$ cat src/rtl/cct_consts.svh
`ifndef CCT_CONSTS_SVH
`define CCT_CONSTS_SVH

// Register indices; the byte address on the bus is four times the index
`define IDX_DIR_SEL 8'h20
`define IDX_FORCE 8'h21
`define IDX_MAIN_COUNT 8'h24
`define IDX_SYS_CTRL_ONE 8'h26
`define IDX_OVF_TOGGLE 8'h27
`define IDX_PIN_ACTION 8'h28
`define IDX_EDGE_SEL 8'h29
`define IDX_CHAN_FLAGS 8'h2C
`define IDX_WRAP_FLAGS 8'h2D
`define IDX_CHAN_VALUE0 8'h30

// Field positions
`define BIT_TIMER_ON 7
`define BIT_FAST_FLAG_CLEAR 4
`define BIT_WRAP_FLAG 7

// Reset values and counter limits
`define RST_MAIN_COUNT 16'h0000
`define RST_REG8 8'h00
`define RST_NIBBLE 4'h0
`define COUNT_ALL_ONES 16'hFFFF

`endif

$ cat src/rtl/cct_pkg.sv
package cct_pkg;

    // Pin action on a successful compare, encoded as mode/level pair
    typedef enum logic [1:0] {
        ACT_DISCONNECT,
        ACT_TOGGLE,
        ACT_DRIVE_LOW,
        ACT_DRIVE_HIGH
    } pin_action_t;

    // Capture edge choice, encoded as high/low select pair
    typedef enum logic [1:0] {
        EDGE_OFF,
        EDGE_RISE,
        EDGE_FALL,
        EDGE_ANY
    } edge_sel_t;

    // Per-channel configuration travelling to the channel modules
    typedef struct packed {
        logic dir;
        logic ovf_toggle;
        pin_action_t pin_action;
        edge_sel_t edge_sel;
    } chan_cfg_t;

endpackage : cct_pkg

$ cat src/rtl/capture_compare_timer_core.sv
// Register access over APB is this design's own decision.
`timescale 1ns/1ps
`include "cct_consts.svh"
module capture_compare_timer_core #(
    parameter int NUM_CH = 4
) (
    // Clock and reset
    input wire logic clk,
    input wire logic rst_n,
    // APB slave
    input wire logic psel,
    input wire logic penable,
    input wire logic pwrite,
    input wire logic [11:0] paddr,
    input wire logic [31:0] pwdata,
    output logic [31:0] prdata,
    output logic pready,
    output logic pslverr,
    // Timer tick and chip mode
    input wire logic timer_tick,
    input wire logic special_mode,
    // Channel pins
    input wire logic [NUM_CH-1:0] channel_pin_in,
    output logic [NUM_CH-1:0] channel_pin_out,
    output logic [NUM_CH-1:0] channel_pin_oe
);
    import cct_pkg::*;

    logic [NUM_CH-1:0] dir_sel_r;
    logic [NUM_CH-1:0] ovf_toggle_r;
    logic [7:0] pin_action_r;
    logic [7:0] edge_sel_r;
    logic timer_on_r;
    logic fast_clear_r;
    logic [15:0] main_count_r;
    logic [15:0] chan_value_r [NUM_CH];
    logic [NUM_CH-1:0] chan_flag_r;
    logic wrap_flag_r;
    logic [31:0] prdata_r;
    logic wr_acc;
    logic rd_acc;
    logic acc;
    logic count_wr;
    logic count_acc;
    logic count_step;
    logic wrap;
    logic mapped;
    logic [31:0] rd_mux;
    logic [NUM_CH-1:0] capture;
    logic [NUM_CH-1:0] cmp_hit;
    logic [NUM_CH-1:0] force_hit;
    logic [NUM_CH-1:0] flag_set;
    logic [NUM_CH-1:0] flag_clr;
    chan_cfg_t cfg [NUM_CH];

    // Word address match against a register index
    function automatic logic addr_is(input logic [11:0] a, input logic [7:0] idx);
        return a == {2'b00, idx, 2'b00};
    endfunction : addr_is

    // Match against the channel value register of a given channel
    function automatic logic addr_is_value(input logic [11:0] a, input int ch);
        return addr_is(a, 8'(`IDX_CHAN_VALUE0 + ch));
    endfunction : addr_is_value

    // Bus phases: writes and read side effects happen in the access phase only
    assign acc = psel && penable;
    assign wr_acc = acc && pwrite;
    assign rd_acc = acc && !pwrite;
    assign count_acc = acc && addr_is(paddr, `IDX_MAIN_COUNT);
    assign count_wr = wr_acc && addr_is(paddr, `IDX_MAIN_COUNT) && special_mode;
    assign count_step = timer_on_r && timer_tick;
    assign wrap = count_step && (main_count_r == `COUNT_ALL_ONES);

    // Zero-wait slave; unmapped addresses answer with an error
    assign pready = 1'b1;
    assign pslverr = acc && !mapped;
    assign prdata = prdata_r;

    // Read mux; reserved bits read as zero
    always_comb begin
        rd_mux = 32'h0000_0000;
        mapped = 1'b1;
        if (addr_is(paddr, `IDX_DIR_SEL)) begin
            rd_mux[NUM_CH-1:0] = dir_sel_r;
        end else if (addr_is(paddr, `IDX_FORCE)) begin
            rd_mux = 32'h0000_0000;
        end else if (addr_is(paddr, `IDX_MAIN_COUNT)) begin
            rd_mux[15:0] = main_count_r;
        end else if (addr_is(paddr, `IDX_SYS_CTRL_ONE)) begin
            rd_mux[`BIT_TIMER_ON] = timer_on_r;
            rd_mux[`BIT_FAST_FLAG_CLEAR] = fast_clear_r;
        end else if (addr_is(paddr, `IDX_OVF_TOGGLE)) begin
            rd_mux[NUM_CH-1:0] = ovf_toggle_r;
        end else if (addr_is(paddr, `IDX_PIN_ACTION)) begin
            rd_mux[7:0] = pin_action_r;
        end else if (addr_is(paddr, `IDX_EDGE_SEL)) begin
            rd_mux[7:0] = edge_sel_r;
        end else if (addr_is(paddr, `IDX_CHAN_FLAGS)) begin
            rd_mux[NUM_CH-1:0] = chan_flag_r;
        end else if (addr_is(paddr, `IDX_WRAP_FLAGS)) begin
            rd_mux[`BIT_WRAP_FLAG] = wrap_flag_r;
        end else begin
            mapped = 1'b0;
            for (int i = 0; i < NUM_CH; i++) begin
                if (addr_is_value(paddr, i)) begin
                    rd_mux[15:0] = chan_value_r[i];
                    mapped = 1'b1;
                end
            end
        end
    end

    // Read data registered in the setup phase so it stands through access
    always_ff @(posedge clk or negedge rst_n) begin
        if (!rst_n) begin
            prdata_r <= 32'h0000_0000;
        end else if (psel && !penable && !pwrite) begin
            prdata_r <= rd_mux;
        end
    end

    // Control registers, all cleared at reset
    always_ff @(posedge clk or negedge rst_n) begin
        if (!rst_n) begin
            dir_sel_r <= `RST_NIBBLE;
            ovf_toggle_r <= `RST_NIBBLE;
            pin_action_r <= `RST_REG8;
            edge_sel_r <= `RST_REG8;
            timer_on_r <= 1'b0;
            fast_clear_r <= 1'b0;
        end else if (wr_acc) begin
            if (addr_is(paddr, `IDX_DIR_SEL)) begin
                dir_sel_r <= pwdata[NUM_CH-1:0];
            end
            if (addr_is(paddr, `IDX_OVF_TOGGLE)) begin
                ovf_toggle_r <= pwdata[NUM_CH-1:0];
            end
            if (addr_is(paddr, `IDX_PIN_ACTION)) begin
                pin_action_r <= pwdata[7:0];
            end
            if (addr_is(paddr, `IDX_EDGE_SEL)) begin
                edge_sel_r <= pwdata[7:0];
            end
            if (addr_is(paddr, `IDX_SYS_CTRL_ONE)) begin
                timer_on_r <= pwdata[`BIT_TIMER_ON];
                fast_clear_r <= pwdata[`BIT_FAST_FLAG_CLEAR];
            end
        end
    end

    // Main counter; a write does not realign the external tick, so the first
    // period after it may be short
    always_ff @(posedge clk or negedge rst_n) begin
        if (!rst_n) begin
            main_count_r <= `RST_MAIN_COUNT;
        end else if (count_wr) begin
            main_count_r <= pwdata[15:0];
        end else if (count_step) begin
            main_count_r <= main_count_r + 16'h0001;
        end
    end

    // Wrap flag; a wrap in the clearing cycle keeps the flag set
    always_ff @(posedge clk or negedge rst_n) begin
        if (!rst_n) begin
            wrap_flag_r <= 1'b0;
        end else if (wrap) begin
            wrap_flag_r <= 1'b1;
        end else if (fast_clear_r && count_acc) begin
            wrap_flag_r <= 1'b0;
        end else if (wr_acc && addr_is(paddr, `IDX_WRAP_FLAGS) && pwdata[`BIT_WRAP_FLAG]) begin
            wrap_flag_r <= 1'b0;
        end
    end

    // Per-channel configuration, events and pin logic
    for (genvar g = 0; g < NUM_CH; g++) begin : g_ch
        assign cfg[g].dir = dir_sel_r[g];
        assign cfg[g].ovf_toggle = ovf_toggle_r[g];
        assign cfg[g].pin_action = pin_action_t'(pin_action_r[2*g+1 -: 2]);
        assign cfg[g].edge_sel = edge_sel_t'(edge_sel_r[2*g+1 -: 2]);

        assign cmp_hit[g] = count_step && dir_sel_r[g] && (main_count_r == chan_value_r[g]);
        assign force_hit[g] = wr_acc && addr_is(paddr, `IDX_FORCE) && pwdata[g];
        // A forced action never sets the flag and masks a coincident compare
        assign flag_set[g] = capture[g] || (cmp_hit[g] && !force_hit[g]);
        assign flag_clr[g] = (wr_acc && addr_is(paddr, `IDX_CHAN_FLAGS) && pwdata[g])
            || (fast_clear_r && !dir_sel_r[g] && rd_acc && addr_is_value(paddr, g))
            || (fast_clear_r && dir_sel_r[g] && wr_acc && addr_is_value(paddr, g));

        capture_edge_detect u_edge (
            .clk(clk),
            .rst_n(rst_n),
            .cfg(cfg[g]),
            .timer_on(timer_on_r),
            .pin_in(channel_pin_in[g]),
            .capture(capture[g])
        );

        compare_pin_logic u_pin (
            .clk(clk),
            .rst_n(rst_n),
            .cfg(cfg[g]),
            .wrap(wrap),
            .force_hit(force_hit[g]),
            .cmp_hit(cmp_hit[g]),
            .oc_out(channel_pin_out[g]),
            .oc_oe(channel_pin_oe[g])
        );

        // Value register: capture copies the count, software sets compare value
        always_ff @(posedge clk or negedge rst_n) begin
            if (!rst_n) begin
                chan_value_r[g] <= `RST_MAIN_COUNT;
            end else if (capture[g]) begin
                chan_value_r[g] <= main_count_r;
            end else if (wr_acc && dir_sel_r[g] && addr_is_value(paddr, g)) begin
                chan_value_r[g] <= pwdata[15:0];
            end
        end

        // Event flag; a set in the clearing cycle wins
        always_ff @(posedge clk or negedge rst_n) begin
            if (!rst_n) begin
                chan_flag_r[g] <= 1'b0;
            end else if (flag_set[g]) begin
                chan_flag_r[g] <= 1'b1;
            end else if (flag_clr[g]) begin
                chan_flag_r[g] <= 1'b0;
            end
        end
    end

    property p_count_inc;
        @(posedge clk) disable iff (!rst_n)
        (count_step && !count_wr) |=> main_count_r == $past(main_count_r) + 16'h0001;
    endproperty
    a_count_inc: assert property (p_count_inc) else $error("count did not advance on tick");

    property p_count_ro_normal;
        @(posedge clk) disable iff (!rst_n)
        (wr_acc && addr_is(paddr, `IDX_MAIN_COUNT) && !special_mode && !count_step) |=> $stable(main_count_r);
    endproperty
    a_count_ro_normal: assert property (p_count_ro_normal) else $error("count written outside special mode");

    property p_timer_off_hold;
        @(posedge clk) disable iff (!rst_n)
        (!timer_on_r && !count_wr) [*2] |=> $stable(main_count_r);
    endproperty
    a_timer_off_hold: assert property (p_timer_off_hold) else $error("count moved while timer off");

    property p_wrap_flag_set;
        @(posedge clk) disable iff (!rst_n)
        wrap |=> wrap_flag_r && main_count_r == 16'h0000 || $past(count_wr);
    endproperty
    a_wrap_flag_set: assert property (p_wrap_flag_set) else $error("wrap flag not set on wrap");

    property p_fast_clear_count;
        @(posedge clk) disable iff (!rst_n)
        (fast_clear_r && count_acc && !wrap) |=> !wrap_flag_r;
    endproperty
    a_fast_clear_count: assert property (p_fast_clear_count) else $error("count access kept wrap flag");

    property p_ovf_toggle;
        @(posedge clk) disable iff (!rst_n)
        (wrap && dir_sel_r[0] && ovf_toggle_r[0]) |=> channel_pin_out[0] != $past(channel_pin_out[0]);
    endproperty
    a_ovf_toggle: assert property (p_ovf_toggle) else $error("compare line not inverted on wrap");

    property p_capture_no_drive;
        @(posedge clk) disable iff (!rst_n)
        !dir_sel_r[0] |=> $stable(channel_pin_out[0]) && !channel_pin_oe[0] || dir_sel_r[0];
    endproperty
    a_capture_no_drive: assert property (p_capture_no_drive) else $error("capture channel pin changed");

    property p_pin_oe;
        @(posedge clk) disable iff (!rst_n)
        channel_pin_oe[1] == (dir_sel_r[1] && pin_action_r[3:2] != 2'b00);
    endproperty
    a_pin_oe: assert property (p_pin_oe) else $error("pin enable does not follow pair");

    property p_capture_copy;
        @(posedge clk) disable iff (!rst_n)
        capture[1] |=> chan_value_r[1] == $past(main_count_r) && chan_flag_r[1];
    endproperty
    a_capture_copy: assert property (p_capture_copy) else $error("capture did not copy count and flag");

    property p_flag_w1c;
        @(posedge clk) disable iff (!rst_n)
        (wr_acc && addr_is(paddr, `IDX_CHAN_FLAGS) && pwdata[0] && !flag_set[0]) |=> !chan_flag_r[0];
    endproperty
    a_flag_w1c: assert property (p_flag_w1c) else $error("flag write one did not clear");

endmodule : capture_compare_timer_core

$ cat src/rtl/capture_edge_detect.sv
`timescale 1ns/1ps
module capture_edge_detect (
    // Clock and reset
    input wire logic clk,
    input wire logic rst_n,
    // Configuration
    input wire cct_pkg::chan_cfg_t cfg,
    input wire logic timer_on,
    // Pin sample and event
    input wire logic pin_in,
    output logic capture
);
    import cct_pkg::*;

    logic pin_prev_r;

    // Previous pin level for edge detection
    always_ff @(posedge clk or negedge rst_n) begin
        if (!rst_n) begin
            pin_prev_r <= 1'b0;
        end else begin
            pin_prev_r <= pin_in;
        end
    end

    // Edge qualified by select pair; output compare channels never capture
    always_comb begin
        capture = 1'b0;
        if (timer_on && !cfg.dir) begin
            unique case (cfg.edge_sel)
                EDGE_OFF: capture = 1'b0;
                EDGE_RISE: capture = pin_in && !pin_prev_r;
                EDGE_FALL: capture = !pin_in && pin_prev_r;
                EDGE_ANY: capture = pin_in != pin_prev_r;
            endcase
        end
    end

endmodule : capture_edge_detect

$ cat src/rtl/compare_pin_logic.sv
`timescale 1ns/1ps
module compare_pin_logic (
    // Clock and reset
    input wire logic clk,
    input wire logic rst_n,
    // Configuration
    input wire cct_pkg::chan_cfg_t cfg,
    // Events
    input wire logic wrap,
    input wire logic force_hit,
    input wire logic cmp_hit,
    // Pin drive
    output logic oc_out,
    output logic oc_oe
);
    import cct_pkg::*;

    logic oc_r;

    // Compare output line; overflow toggle outranks a forced or real compare
    always_ff @(posedge clk or negedge rst_n) begin
        if (!rst_n) begin
            oc_r <= 1'b0;
        end else if (cfg.dir && cfg.ovf_toggle && wrap) begin
            oc_r <= !oc_r;
        end else if (cfg.dir && (force_hit || cmp_hit)) begin
            unique case (cfg.pin_action)
                ACT_DISCONNECT: oc_r <= oc_r;
                ACT_TOGGLE: oc_r <= !oc_r;
                ACT_DRIVE_LOW: oc_r <= 1'b0;
                ACT_DRIVE_HIGH: oc_r <= 1'b1;
            endcase
        end
    end

    assign oc_out = oc_r;
    // Pin becomes an output only for a connected output compare channel
    assign oc_oe = cfg.dir && (cfg.pin_action != ACT_DISCONNECT);

endmodule : compare_pin_logic

$ cat config.mk
export PLATFORM = sky130hd
export DESIGN_NAME = capture_compare_timer_core
export DESIGN_NICKNAME = d
export VERILOG_FILES = /design/src/rtl/cct_pkg.sv /design/src/rtl/capture_compare_timer_core.sv /design/src/rtl/capture_edge_detect.sv /design/src/rtl/compare_pin_logic.sv
export VERILOG_INCLUDE_DIRS = /design/src /design/src/rtl
export SDC_FILE = /design/constraint.sdc
export NUM_CORES = 1
export LEC_CHECK = 0
export ABC_CLOCK_PERIOD_IN_PS = 6400
export BUFFER_PORTS_ARGS = -buffer_cell sky130_fd_sc_hd__buf_2
export CAP_MARGIN = 20
export CELL_PAD_IN_SITES_DETAIL_PLACEMENT = 1
export CELL_PAD_IN_SITES_GLOBAL_PLACEMENT = 1
export CORE_MARGIN = 1.5
export CORE_UTILIZATION = 45
export DETAILED_ROUTE_END_ITERATION = 10
export PLACE_DENSITY_LB_ADDON = 0.1
export SLEW_MARGIN = 20
export SYNTH_ARGS = -nofsm -noshare
export SYNTH_HDL_FRONTEND = slang
export SYNTH_HIERARCHICAL = 1
export SYNTH_SLANG_ARGS = --single-unit
$ cat constraint.sdc
create_clock -name clk -period 6.4 [get_ports clk]
set_input_delay 0.96 -clock clk [delete_from_list [all_inputs] [get_ports clk]]
set_output_delay 0.96 -clock clk [all_outputs]
set_load 0.005 [all_outputs]
Word-level counts from Yosys, hierarchy flattened. Index checks and enable logic that the tools add are counted.

Register bits after elaboration: 151. Output and inout bits: 42.

Add/subtract/negate cells: 1. Eq/ne operators: 50. Multiplexer cells: 102. Reduce and logical (&&, ||, !) cells: 170.

Operators by type and width (count): 2-to-1 mux 16 bit (25); == test 12 x 8 -> 1 bit, second input constant (13); 2-to-1 mux 12 bit (10); logical AND 1 bit (96); == test 16 bit (4); 2-to-1 mux 7 bit (9); 2-to-1 mux 8 bit (6); 2-to-1 mux 1 bit (39); nonzero test 2 bit (17); == test 2 bit, second input constant (16); zero test 1 bit (23); AND reduction 2 bit (9); adder 16 x 1 -> 16 bit, second input constant (1); == test 16 bit, second input constant (1); == test 2 x 1 -> 1 bit, second input constant (8); zero test 2 bit (8); logical OR 1 bit (16); 2-to-1 mux 4 bit (4); case mux 1 bit (4 select lines) (4); case mux 1 bit (3 select lines) (4); != test 2 x 1 -> 1 bit, second input constant (4); != test 1 bit (4); nonzero test 3 bit (1); 2-to-1 mux 2 bit (1).

Depth between registers and ports, before layout. Gate-level depths: netlist (run 1).

Depth after elaboration: 38. Depth in mapped cells: 10.

Cells and area by module. Netlist (run 1), hierarchy kept.

By module, submodules not included: capture_compare_timer_core (instances 1, cells each 831, area an instance 7935.1 um^2, sequential area each 3178.0 um^2); capture_edge_detect (instances 4, cells each 10, area an instance 90.1 um^2, sequential area each 25.0 um^2); compare_pin_logic (instances 4, cells each 10, area an instance 82.6 um^2, sequential area each 25.0 um^2).

Worst setup path after synthesis (run 1). No wires, ideal clock.

Kind: input port to output port. From: in paddr[9]. To: out pslverr. Data arrival time: 2.155 ns. Data required time: 5.440 ns. Setup slack: 3.285 ns. Stages on the path: 4. Buffers on the path: 1. Path through: or4_1 > nor3_2 > buf_2 > a41oi_1.

Longest elaborated chain between the ends: 16. Elaborated cells on any way between the ends: 28.

RTL lines: from (decl) (line capture_compare_timer_core.sv:14) `input wire logic [11:0] paddr,`; == test 12 x 8 -> 1 bit (line capture_compare_timer_core.sv:58) `return a == {2'b00, idx, 2'b00};`; 2-to-1 mux 1 bit (4 in series) (line capture_compare_timer_core.sv:106) `if (addr_is_value(paddr, i)) begin`; 2-to-1 mux 1 bit (line capture_compare_timer_core.sv:101) `` end else if (addr_is(paddr, `IDX_WRAP_FLAGS)) begin ``; 2-to-1 mux 1 bit (line capture_compare_timer_core.sv:99) `` end else if (addr_is(paddr, `IDX_CHAN_FLAGS)) begin ``; 2-to-1 mux 1 bit (line capture_compare_timer_core.sv:97) `` end else if (addr_is(paddr, `IDX_EDGE_SEL)) begin ``; 2-to-1 mux 1 bit (line capture_compare_timer_core.sv:95) `` end else if (addr_is(paddr, `IDX_PIN_ACTION)) begin ``; 2-to-1 mux 1 bit (line capture_compare_timer_core.sv:93) `` end else if (addr_is(paddr, `IDX_OVF_TOGGLE)) begin ``; 2-to-1 mux 1 bit (line capture_compare_timer_core.sv:90) `` end else if (addr_is(paddr, `IDX_SYS_CTRL_ONE)) begin ``; 2-to-1 mux 1 bit (line capture_compare_timer_core.sv:88) `` end else if (addr_is(paddr, `IDX_MAIN_COUNT)) begin ``; 2-to-1 mux 1 bit (line capture_compare_timer_core.sv:86) `` end else if (addr_is(paddr, `IDX_FORCE)) begin ``; 2-to-1 mux 1 bit * (line capture_compare_timer_core.sv:84) `` if (addr_is(paddr, `IDX_DIR_SEL)) begin ``; zero test 1 bit * (line capture_compare_timer_core.sv:77) `assign pslverr = acc && !mapped;`; logical AND 1 bit * (line capture_compare_timer_core.sv:77); to (decl) (line capture_compare_timer_core.sv:18) `output logic pslverr,`.

Mark *: on every way between the ends. The rest lies on a longest branch, timed or not.

Worst setup path in the final report (run 1).
From: in paddr[3]. To: out pslverr.

The elaborated chain is that of the path after synthesis.

==> flow_metrics.tcl, run 1 <==
set metrics [dict create \
    cap_violations 0 \
    drc 0 \
    fin_skew_ns 0.0108 \
    port_buffers 63 \
    rsz0062_at_grt "false" \
    start_util 0.460 \
    wl_um 29900 \
    fp.dieH_um 141 \
    cts_tree "done" \
    critical_path_class "input port to output pin" \
    synth_area_leaders "dfrtp_1 (39%), mux2i_1 (8.1%), xnor2_1 (6.4%), nand2_1 (4.4%), o21ai_0 (3.7%)" \
    status "finished, final reports clean" \
    design.die.area_sq_um 20000 \
    setup_ws_ns 2.65 \
    hold_class "register to register" \
    startpoint_type "input port" \
    cts_made_buffers 17 \
    synth-edff-count 0 \
    reg2reg_depth 6 \
    clock_path_buffers 2 \
    synth-seq-cells 135 \
    nFillCells 2158 \
    fin_tns_setup_ns 0 \
    ys_seq_area_frac 0.392 \
    p_leak_nw 4.00 \
    grt_pass1_vias 7510 \
    grt_pass1_wl_um 45900 \
    die_width_um 141 \
    track_usage 0.310 \
    antenna_found_initial 0 \
    rows 50 \
    ant_nets 0 \
    reg2reg_from "main_count_r[2]" \
    area_delta_synth_final_pct 11.7 \
    cts.htree.levels 4 \
    drtIter0Drc 551 \
    slew_headroom 0.260 \
    max_freq_mhz 267 \
    setup.worst_path.end "pslverr" \
    finalSetupViolations 0 \
    ios 97 \
    core-area_sq_um 18800 \
    r2r_setup_slack_ns 3.04 \
    cts_hold_buf 0 \
    layout_min_cycle_time_ns 3.75 \
    fin_crit_sh 0.586 \
    post_cts_buffers 0 \
    cp_max_fo 25 \
    hpwl_um 20800 \
    avgSynthCellArea_sq_um 9.47 \
    synth_top_area_frac 0.392 \
    drive_gt1_frac 0.173 \
    nets 995 \
    detail_route.wl_per_cell_um 25.4 \
    clock_latency_ns 0.44 \
    r2r_end "g_ch[0].u_pin/oc_out" \
    cp-startpoint "paddr[3]" \
    antenna_cells 0 \
    cp-end-kind "output pin" \
    yosys_warnings 6 \
    cp.required_ns 5.44 \
    final_cell_mix "dfrtp_1 (135), nand2_1 (101), mux2i_1 (70)" \
    synth_area_sq_um 8630 \
    arrival_ns 2.79 \
    gp_congestion 0.909 \
    routed-via-count 7353 \
    syn_inst 911 \
    path_clk_slew_ns 0.06 \
    ys.flop_type "dfrtp_1" \
    grt_max_degree 87 \
    cts_root_buffer "clkbuf_16" \
    finalHoldViolCount 0 \
    cts-resized-gates 0 \
    layout_commonest_cell "dfrtp_1" \
    yosysTopAreaCell "dfrtp_1" \
    timing.final.max_slew_violations 0 \
    synthDistinctLibCells 68 \
    worst_pin_slew_ns 1.10 \
    overflow 0 \
    firstDrtPassIters 4 \
    viasPerCell 6.24 \
    powerDensity_nw_per_um2 207 \
    pre_cts_ws_ns 2.68 \
    ir_drop_mv 0.175 \
    synthArstFlopShare 1.00 \
    cts.sinks 135 \
]
[state kept, by name (all words and copies together), names as in the netlist]
signal and flops:
fast_clear_r 1, pin_action_r 8, g_ch.u_pin/oc_out 4, prdata 16, wrap_flag_r 1, dir_sel_r 4, chan_flag_r 4, edge_sel_r 8
main_count_r 16, g_ch.u_edge/pin_prev_r 4, timer_on_r 1, ovf_toggle_r 4, chan_value_r 64
[worst max-delay path, stage by stage]
cell	delay (ns)
buf_2	0.53
buf_4	0.41
inv_1	0.21
a211o_1	0.30
a41oi_1	0.20
buf_2	0.15
[layout make-up]
class | count | area, sq um | share of cell area
Clock inverter | 12 | 104 | 0.0108
Sequential cell | 135 | 3380 | 0.351
Timing Repair Buffer | 76 | 419 | 0.0435
Tap cell | 234 | 293 | 0.0304
Clock buffer | 20 | 447 | 0.0464
Multi-Input combinational cell | 682 | 4920 | 0.511
Inverter | 19 | 71.3 | 0.00740
[synthesized netlist by cell type (all sizes together) (21+ instances only)]
| cell | number |
|---|---|
| dfrtp | 135 |
| mux2i | 70 |
| clkbuf | 52 |
| nand3 | 23 |
| nand2 | 101 |
| xor2 | 21 |
| a21oi | 31 |
| buf | 38 |
| o21ai | 85 |
| nor2 | 43 |
| xnor2 | 63 |
| mux2 | 25 |
[layer usage]
layer | track usage | wire (um) | up-vias
met4 | 0.112 | 741 | 0
met5 | 0 | 0 | -
met2 | 0.490 | 14000 | 262
met3 | 0.0543 | 1860 | 57
met1 | 0.430 | 13300 | 3756
li1 | - | - | 3278
[power by group]
group          leakage, nW  internal (W)  switching (W)
logic                 1.88     0.0000589       0.000106
clock network        0.266      0.000542       0.000408
registers             1.85      0.000871      0.0000128
total                 4.00       0.00147       0.000527
[worst min path at each step]
stage,cells past startpoint,start,end
floorplan,2,prdata[5],prdata[5]
global placement,2,prdata[12],prdata[12]
detailed placement,2,prdata[9],prdata[9]
CTS,2,prdata[9],prdata[9]
global route,2,prdata[8],prdata[8]
finish,2,prdata[9],prdata[9]
[kinds of logic after synthesis]
family | share of synthesized area
xor+xnor | 0.0853
flops | 0.392
simple gates | 0.161
fa+ha+maj | 0.0131
compound gates | 0.141
buf+inv | 0.0572
mux | 0.150
other cells | 0.000871
[metrics by stage]
step	power [W]	utilization	hold slack (ns)	area [sq um]	cells
2_1_floorplan	0.000993	-	0.473	8680	926
3_3_place_gp	0.00106	0.484	0.460	9090	1146
3_5_place_dp	0.00106	0.484	0.471	9090	1146
4_1_cts	0.00201	0.513	0.484	9640	1178
5_1_grt	0.00206	0.513	0.507	9640	1178
6_report	0.00200	0.513	0.480	9640	1178
No activity file was read; power rests on OpenSTA's default activity.
==> run 2: changes to the inputs <==
--- a/config.mk
+++ b/config.mk
@@ -6,13 +6,13 @@
 export SDC_FILE = /design/constraint.sdc
 export NUM_CORES = 1
 export LEC_CHECK = 0
-export ABC_CLOCK_PERIOD_IN_PS = 6400
+export ABC_CLOCK_PERIOD_IN_PS = 3450
 export BUFFER_PORTS_ARGS = -buffer_cell sky130_fd_sc_hd__buf_2
 export CAP_MARGIN = 20
 export CELL_PAD_IN_SITES_DETAIL_PLACEMENT = 1
 export CELL_PAD_IN_SITES_GLOBAL_PLACEMENT = 1
 export CORE_MARGIN = 1.5
-export CORE_UTILIZATION = 45
+export CORE_UTILIZATION = 42
 export DETAILED_ROUTE_END_ITERATION = 10
 export PLACE_DENSITY_LB_ADDON = 0.1
 export SLEW_MARGIN = 20
==> constraint.sdc (replaced) <==
create_clock -name clk -period 3.45 [get_ports clk]
set_input_delay 0.5175 -clock clk [delete_from_list [all_inputs] [get_ports clk]]
set_output_delay 0.5175 -clock clk [all_outputs]
set_load 0.005 [all_outputs]
==> run 2 against run 1 <==
Final cell count is 4.8% higher; via count grew 2.5%; clock skew decreased by 0.0021 ns; power grew 91%; utilization down 2.3 points; critical path depth up 1; setup slack worse by 2.1 ns; combinational power grew 93%; non-clock buffer count rose by 21; cell area grew 2.6%; sequential share of layout area down 0.87 points; first-iteration DRC count is 13% higher; largest cell class unchanged; highest routed layer unchanged.
==> flow_metrics.tcl, run 2 (synthesis gave the netlist of run 1 again) <==
set metrics [dict create \
    cts_hold_buf 0 \
    layout_min_cycle_time_ns 2.90 \
    max_freq_mhz 344 \
    start_util 0.428 \
    p_leak_nw 4.12 \
    clock_latency_ns 0.43 \
    cp.required_ns 3.76 \
    gp_congestion 0.907 \
    power.internal_w 0.00282 \
    drtIter0Drc 623 \
    antenna_found_initial 0 \
    finalSetupViolations 0 \
    grt_pass1_vias 7648 \
    ios 97 \
    die_width_um 146 \
    status "finished, final reports clean" \
    viasPerCell 6.11 \
    core-area_sq_um 20200 \
    wl_um 30400 \
    fin_skew_ns 0.00877 \
    cts_tree "done" \
    worst_pin_slew_ns 0.813 \
    hold_class "input port to async pin" \
    top_register "chan_value_r" \
    p_comb_frac 0.083 \
    cts.sinks 135 \
    timing.final.max_slew_violations 0 \
    cts-resized-gates 0 \
    final_cell_mix "dfrtp_1 (135), nand2_1 (101), mux2i_1 (70)" \
    crit_chain "and2_1 > nand3_1 > nor4_1 > and2_1 > o21ai_1 > o211a_1 > a211o_1" \
    crit_family "simple AND/OR/NAND/NOR gates" \
    p_clk_frac 0.487 \
    drive_gt1_frac 0.192 \
    reg2reg_from "timer_on_r" \
    cp-startpoint "timer_on_r" \
    arrival_ns 3.22 \
    critical_path_class "register to register" \
    cts.htree.levels 4 \
    power_switching_w 0.00100 \
    cts_made_buffers 17 \
    slew_headroom 0.453 \
    drc 0 \
    crit_top_cell "and2_1" \
    area_delta_synth_final_pct 14.6 \
    cp_slowest_cell "nor4_1" \
    detail_route.wl_per_cell_um 24.6 \
    post_cts_buffers 0 \
    rsz0062_at_grt "false" \
    finalHoldViolCount 0 \
    setup_ws_ns 0.545 \
    overflow 0 \
    finalPower_w 0.00382 \
    slowest_delay_ns 0.73 \
    largest_reg_flops 64 \
    switching_share 0.262 \
    grt_pass1_wl_um 47100 \
    fin_crit_sh 0.842 \
    sequentialPowerShare 0.429 \
    ant_nets 0 \
    port_buffers 63 \
    startpoint_type "register" \
    powerDensity_nw_per_um2 386 \
    pre_cts_ws_ns 0.612 \
    worst-path-buf-inv 0 \
    antenna_cells 0 \
    fp.dieH_um 146 \
    cap_violations 0 \
    hpwl_um 21600 \
    nets 1016 \
    ir_drop_mv 0.354 \
    firstDrtPassIters 5 \
    rows 52 \
    cp_max_fo 8 \
    design.die.area_sq_um 21400 \
    clock_path_buffers 2 \
    cp-end-kind "register" \
    path_clk_slew_ns 0.06 \
    cts_root_buffer "clkbuf_16" \
    layout_commonest_cell "dfrtp_1" \
    grt_max_degree 72 \
    track_usage 0.293 \
    nFillCells 2270 \
    fin_tns_setup_ns 0 \
    routed-via-count 7540 \
]
==> run 2: final timing paths <==
| check | end | slack (ns) | depth (start not counted) |
|---|---|---|---|
| max | g_ch[3].u_pin/oc_out | 0.55 | 7 |
| max in group asynchronous | chan_flag_r[0] | 2.53 | 2 |
| min | chan_value_r[26] | 0.08 | 1 |
| max reg2reg | g_ch[3].u_pin/oc_out | 0.55 | 7 |
| min in group clk | g_ch[2].u_edge/pin_prev_r | 0.22 | 1 |
| min reg2reg | prdata[9] | 0.47 | 2 |
==> run 2: final cells by class <==
class,instances,area (sq um),share of cell area
multi-input cells,682,4920,0.498
flip-flops and latches,135,3380,0.342
repair buffers,97,589,0.0596
clock buffers,18,439,0.0444
well taps,270,338,0.0342
clock inverters,14,149,0.0151
inverters,19,71.3,0.00722
==> run 2: power groups by stage <==
stage / Combinational (W) / Clock (W) / Sequential (W)
after global placement: 0.000300 / 0 / 0.00167
after CTS: 0.000317 / 0.00188 / 0.00164
final: 0.000318 / 0.00186 / 0.00164
after detailed placement: 0.000314 / 0 / 0.00167
after floorplan: 0.000183 / 0 / 0.00166
after global routing: 0.000349 / 0.00195 / 0.00164
==> run 2: stage by stage <==
step	instances	instance area, sq um	hold WS [ns]	utilization
5_1_grt	1235	9880	0.120	0.490
3_3_place_gp	1203	9300	0.457	0.461
2_1_floorplan	926	8680	0.222	-
3_5_place_dp	1203	9300	0.467	0.461
6_report	1235	9880	0.0753	0.490
4_1_cts	1235	9880	0.112	0.490
==> run 2: routing by layer <==
| layer | share of wire | global-route usage | vias up |
|---|---|---|---|
| li1 | - | - | 3299 |
| met4 | 0.025 | 0.0965 | 0 |
| met3 | 0.068 | 0.0619 | 61 |
| met1 | 0.45 | 0.417 | 3898 |
| met5 | 0 | 0 | - |
| met2 | 0.46 | 0.443 | 282 |
==> run 3: changes to the inputs <==
--- a/config.mk
+++ b/config.mk
@@ -6,13 +6,14 @@
 export SDC_FILE = /design/constraint.sdc
 export NUM_CORES = 1
 export LEC_CHECK = 0
-export ABC_CLOCK_PERIOD_IN_PS = 3450
+export ABC_AREA = 1
+export ABC_CLOCK_PERIOD_IN_PS = 2600
 export BUFFER_PORTS_ARGS = -buffer_cell sky130_fd_sc_hd__buf_2
 export CAP_MARGIN = 20
 export CELL_PAD_IN_SITES_DETAIL_PLACEMENT = 1
 export CELL_PAD_IN_SITES_GLOBAL_PLACEMENT = 1
 export CORE_MARGIN = 1.5
-export CORE_UTILIZATION = 42
+export CORE_UTILIZATION = 39
 export DETAILED_ROUTE_END_ITERATION = 10
 export PLACE_DENSITY_LB_ADDON = 0.1
 export SLEW_MARGIN = 20
==> constraint.sdc (replaced) <==
create_clock -name clk -period 2.6 [get_ports clk]
set_input_delay 0.39 -clock clk [delete_from_list [all_inputs] [get_ports clk]]
set_output_delay 0.39 -clock clk [all_outputs]
set_load 0.005 [all_outputs]
==> run 3 against run 2 <==
Cell area is 7.2% higher; wire length rose by 22%; global-route usage grew 2.1 points; sequential share of layout area fell by 2.3 points; worst hold slack improved by 0.012 ns; final cell count increased by 39%.
==> flow_metrics.tcl, run 3 <==
set metrics [dict create \
    status "finished, final reports clean" \
    cts_root_buffer "clkbuf_16" \
    hpwl_um 28800 \
    area_delta_synth_final_pct 15.5 \
    startpoint_type "register" \
    cp-end-kind "register" \
    design.die.area_sq_um 24400 \
    cp_max_fo 9 \
    cts_tree "done" \
    cap_violations 0 \
    ys_seq_area_frac 0.368 \
    top_register "chan_value_r" \
    hold_class "input port to register" \
    layout_min_cycle_time_ns 2.45 \
    fin_tns_setup_ns 0 \
    critical_path_class "register to register" \
    synth_area_sq_um 9170 \
    avgSynthCellArea_sq_um 7.02 \
    grt_pass1_vias 9419 \
    worst_pin_slew_ns 0.831 \
    wl_um 37000 \
    nets 1456 \
    viasPerCell 5.51 \
    post_cts_buffers 0 \
    arrival_ns 2.82 \
    drtIter0Drc 706 \
    routed-via-count 9462 \
    firstDrtPassIters 5 \
    yosysMostFrequentCell "nand2_1" \
    slew_headroom 0.444 \
    gp_congestion 0.975 \
    synth_common_cells "nand2_1 (354), inv_1 (182), dfrtp_1 (135)" \
    ant_nets 0 \
    synthArstFlopShare 1.00 \
    rsz0062_at_grt "false" \
    fin_skew_ns 0.0132 \
    ios 97 \
    track_usage 0.314 \
    fin_crit_sh 0.943 \
    yosysTopAreaCell "dfrtp_1" \
    p_leak_nw 5.30 \
    ys.flop_type "dfrtp_1" \
    powerDensity_nw_per_um2 454 \
    grt_max_degree 51 \
    antenna_found_initial 2 \
    drive_gt1_frac 0.151 \
    path_clk_slew_ns 0.07 \
    grt_pass1_wl_um 56700 \
    cts.sinks 135 \
    rows 55 \
    layout_commonest_cell "nand2_1" \
    drc 0 \
    cts_made_buffers 17 \
    synthDistinctLibCells 51 \
    finalHoldViolCount 0 \
    overflow 0 \
    synth-edff-count 0 \
    die_width_um 156 \
    nFillCells 2973 \
    largest_reg_flops 64 \
    design_area_sq_um 10600 \
    timing.final.max_slew_violations 0 \
    antenna_cells 0 \
    core-area_sq_um 22800 \
    max_freq_mhz 408 \
    finalSetupViolations 0 \
    synth-seq-cells 135 \
    placedInstanceArea_sq_um 10000 \
    synth_top_area_frac 0.368 \
    seq_area_sq_um 3380 \
    fp.dieH_um 156 \
    final_cell_mix "nand2_1 (354), inv_1 (182), dfrtp_1 (135)" \
    port_buffers 63 \
    clock_latency_ns 0.44 \
    detail_route.wl_per_cell_um 21.6 \
    yosys_warnings 6 \
    cts.htree.levels 4 \
    cp.required_ns 2.97 \
    syn_inst 1306 \
    synth_area_leaders "dfrtp_1 (37%), nand2_1 (14%), inv_1 (7.5%), o21ai_0 (6.0%), nor2_1 (4.0%)" \
    clock_path_buffers 2 \
    ir_drop_mv 0.380 \
    start_util 0.401 \
    multi_input_area_sq_um 4710 \
]
-- run 3: layout make-up --
class	count	area share
clock inverter	14	0.0121
clock buffer	18	0.0415
sequential	135	0.319
inverter	197	0.0701
tap	313	0.0370
multi-input combinational	920	0.445
timing repair buffer	121	0.0753
-- run 3: metal layers --
metal | up-vias | global-route usage | wire, um
met5 | - | 0 | 0
met4 | 0 | 0.136 | 1390
met3 | 78 | 0.0316 | 1790
met2 | 308 | 0.529 | 17900
met1 | 4685 | 0.409 | 16000
li1 | 4391 | - | -
-- run 3: metrics by stage --
stage	cells	total power [W]	utilization	hold WS, ns	setup WS, ns
floorplan	1321	0.00228	-	0.0944	0.590
global placement	1685	0.00243	0.438	0.395	0.240
detailed placement	1685	0.00244	0.438	0.399	0.237
CTS	1718	0.00484	0.463	0.0755	0.170
global route	1718	0.00495	0.464	0.0910	0.0742
finish	1718	0.00480	0.464	0.0878	0.148
-- run 3: logic make-up (layout without fill, tap and decap cells) --
kind of cell             Yosys count  count (layout)  share of synthesized area
AO/OA/AOI/OAI                    270             270                      0.177
XOR/XNOR                          37              37                     0.0353
flip-flops                       135             135                      0.368
buffers and inverters            266             350                      0.125
other                              2              17                   0.000819
adder cells (fa/ha/maj)            9               9                     0.0123
AND/OR/NAND/NOR                  587             587                      0.281
-- run 3: path summary, 6_finish.rpt --
| path | end | startpoint | depth (start not counted) | slack [ns] |
|---|---|---|---|---|
| max | g_ch[3].u_pin/oc_out | main_count_r[14] | 8 | 0.15 |
| min | g_ch[0].u_edge/pin_prev_r | channel_pin_in[0] | 1 | 0.09 |
| max reg2reg | g_ch[3].u_pin/oc_out | main_count_r[14] | 8 | 0.15 |
| min reg2reg | prdata[15] | prdata[15] | 2 | 0.48 |
| max in group asynchronous | pin_action_r[5] | rst_n | 3 | 1.41 |
| min in group asynchronous | g_ch[1].u_pin/oc_out | rst_n | 2 | 0.50 |
-- run 3: where the power goes --
| part | internal, W | switching [W] | leakage [nW] |
|---|---|---|---|
| logic | 0.0000754 | 0.000206 | 3.46 |
| clock network | 0.00135 | 0.00106 | 0.269 |
| registers | 0.00211 | 0.00000701 | 1.57 |
-- run 3: critical path, cell delays in order, from the launching register on --
cell	delay, ns
dfrtp_1	0.64
inv_1	0.20
nor2_1	0.24
nand3_1	0.24
nor3_1	0.39
buf_4	0.24
nand3_2	0.11
or2_0	0.23
nand3_1	0.09
-- run 3: repair_timing --
| action | 4_1_cts | 5_1_grt |
|---|---|---|
| endpoints found under the setup margin | 0 | 1 |
| hold buffers | 1 | 0 |
| hold endpoints to repair | 47 | 0 |
| resized for setup | 0 | 1 |
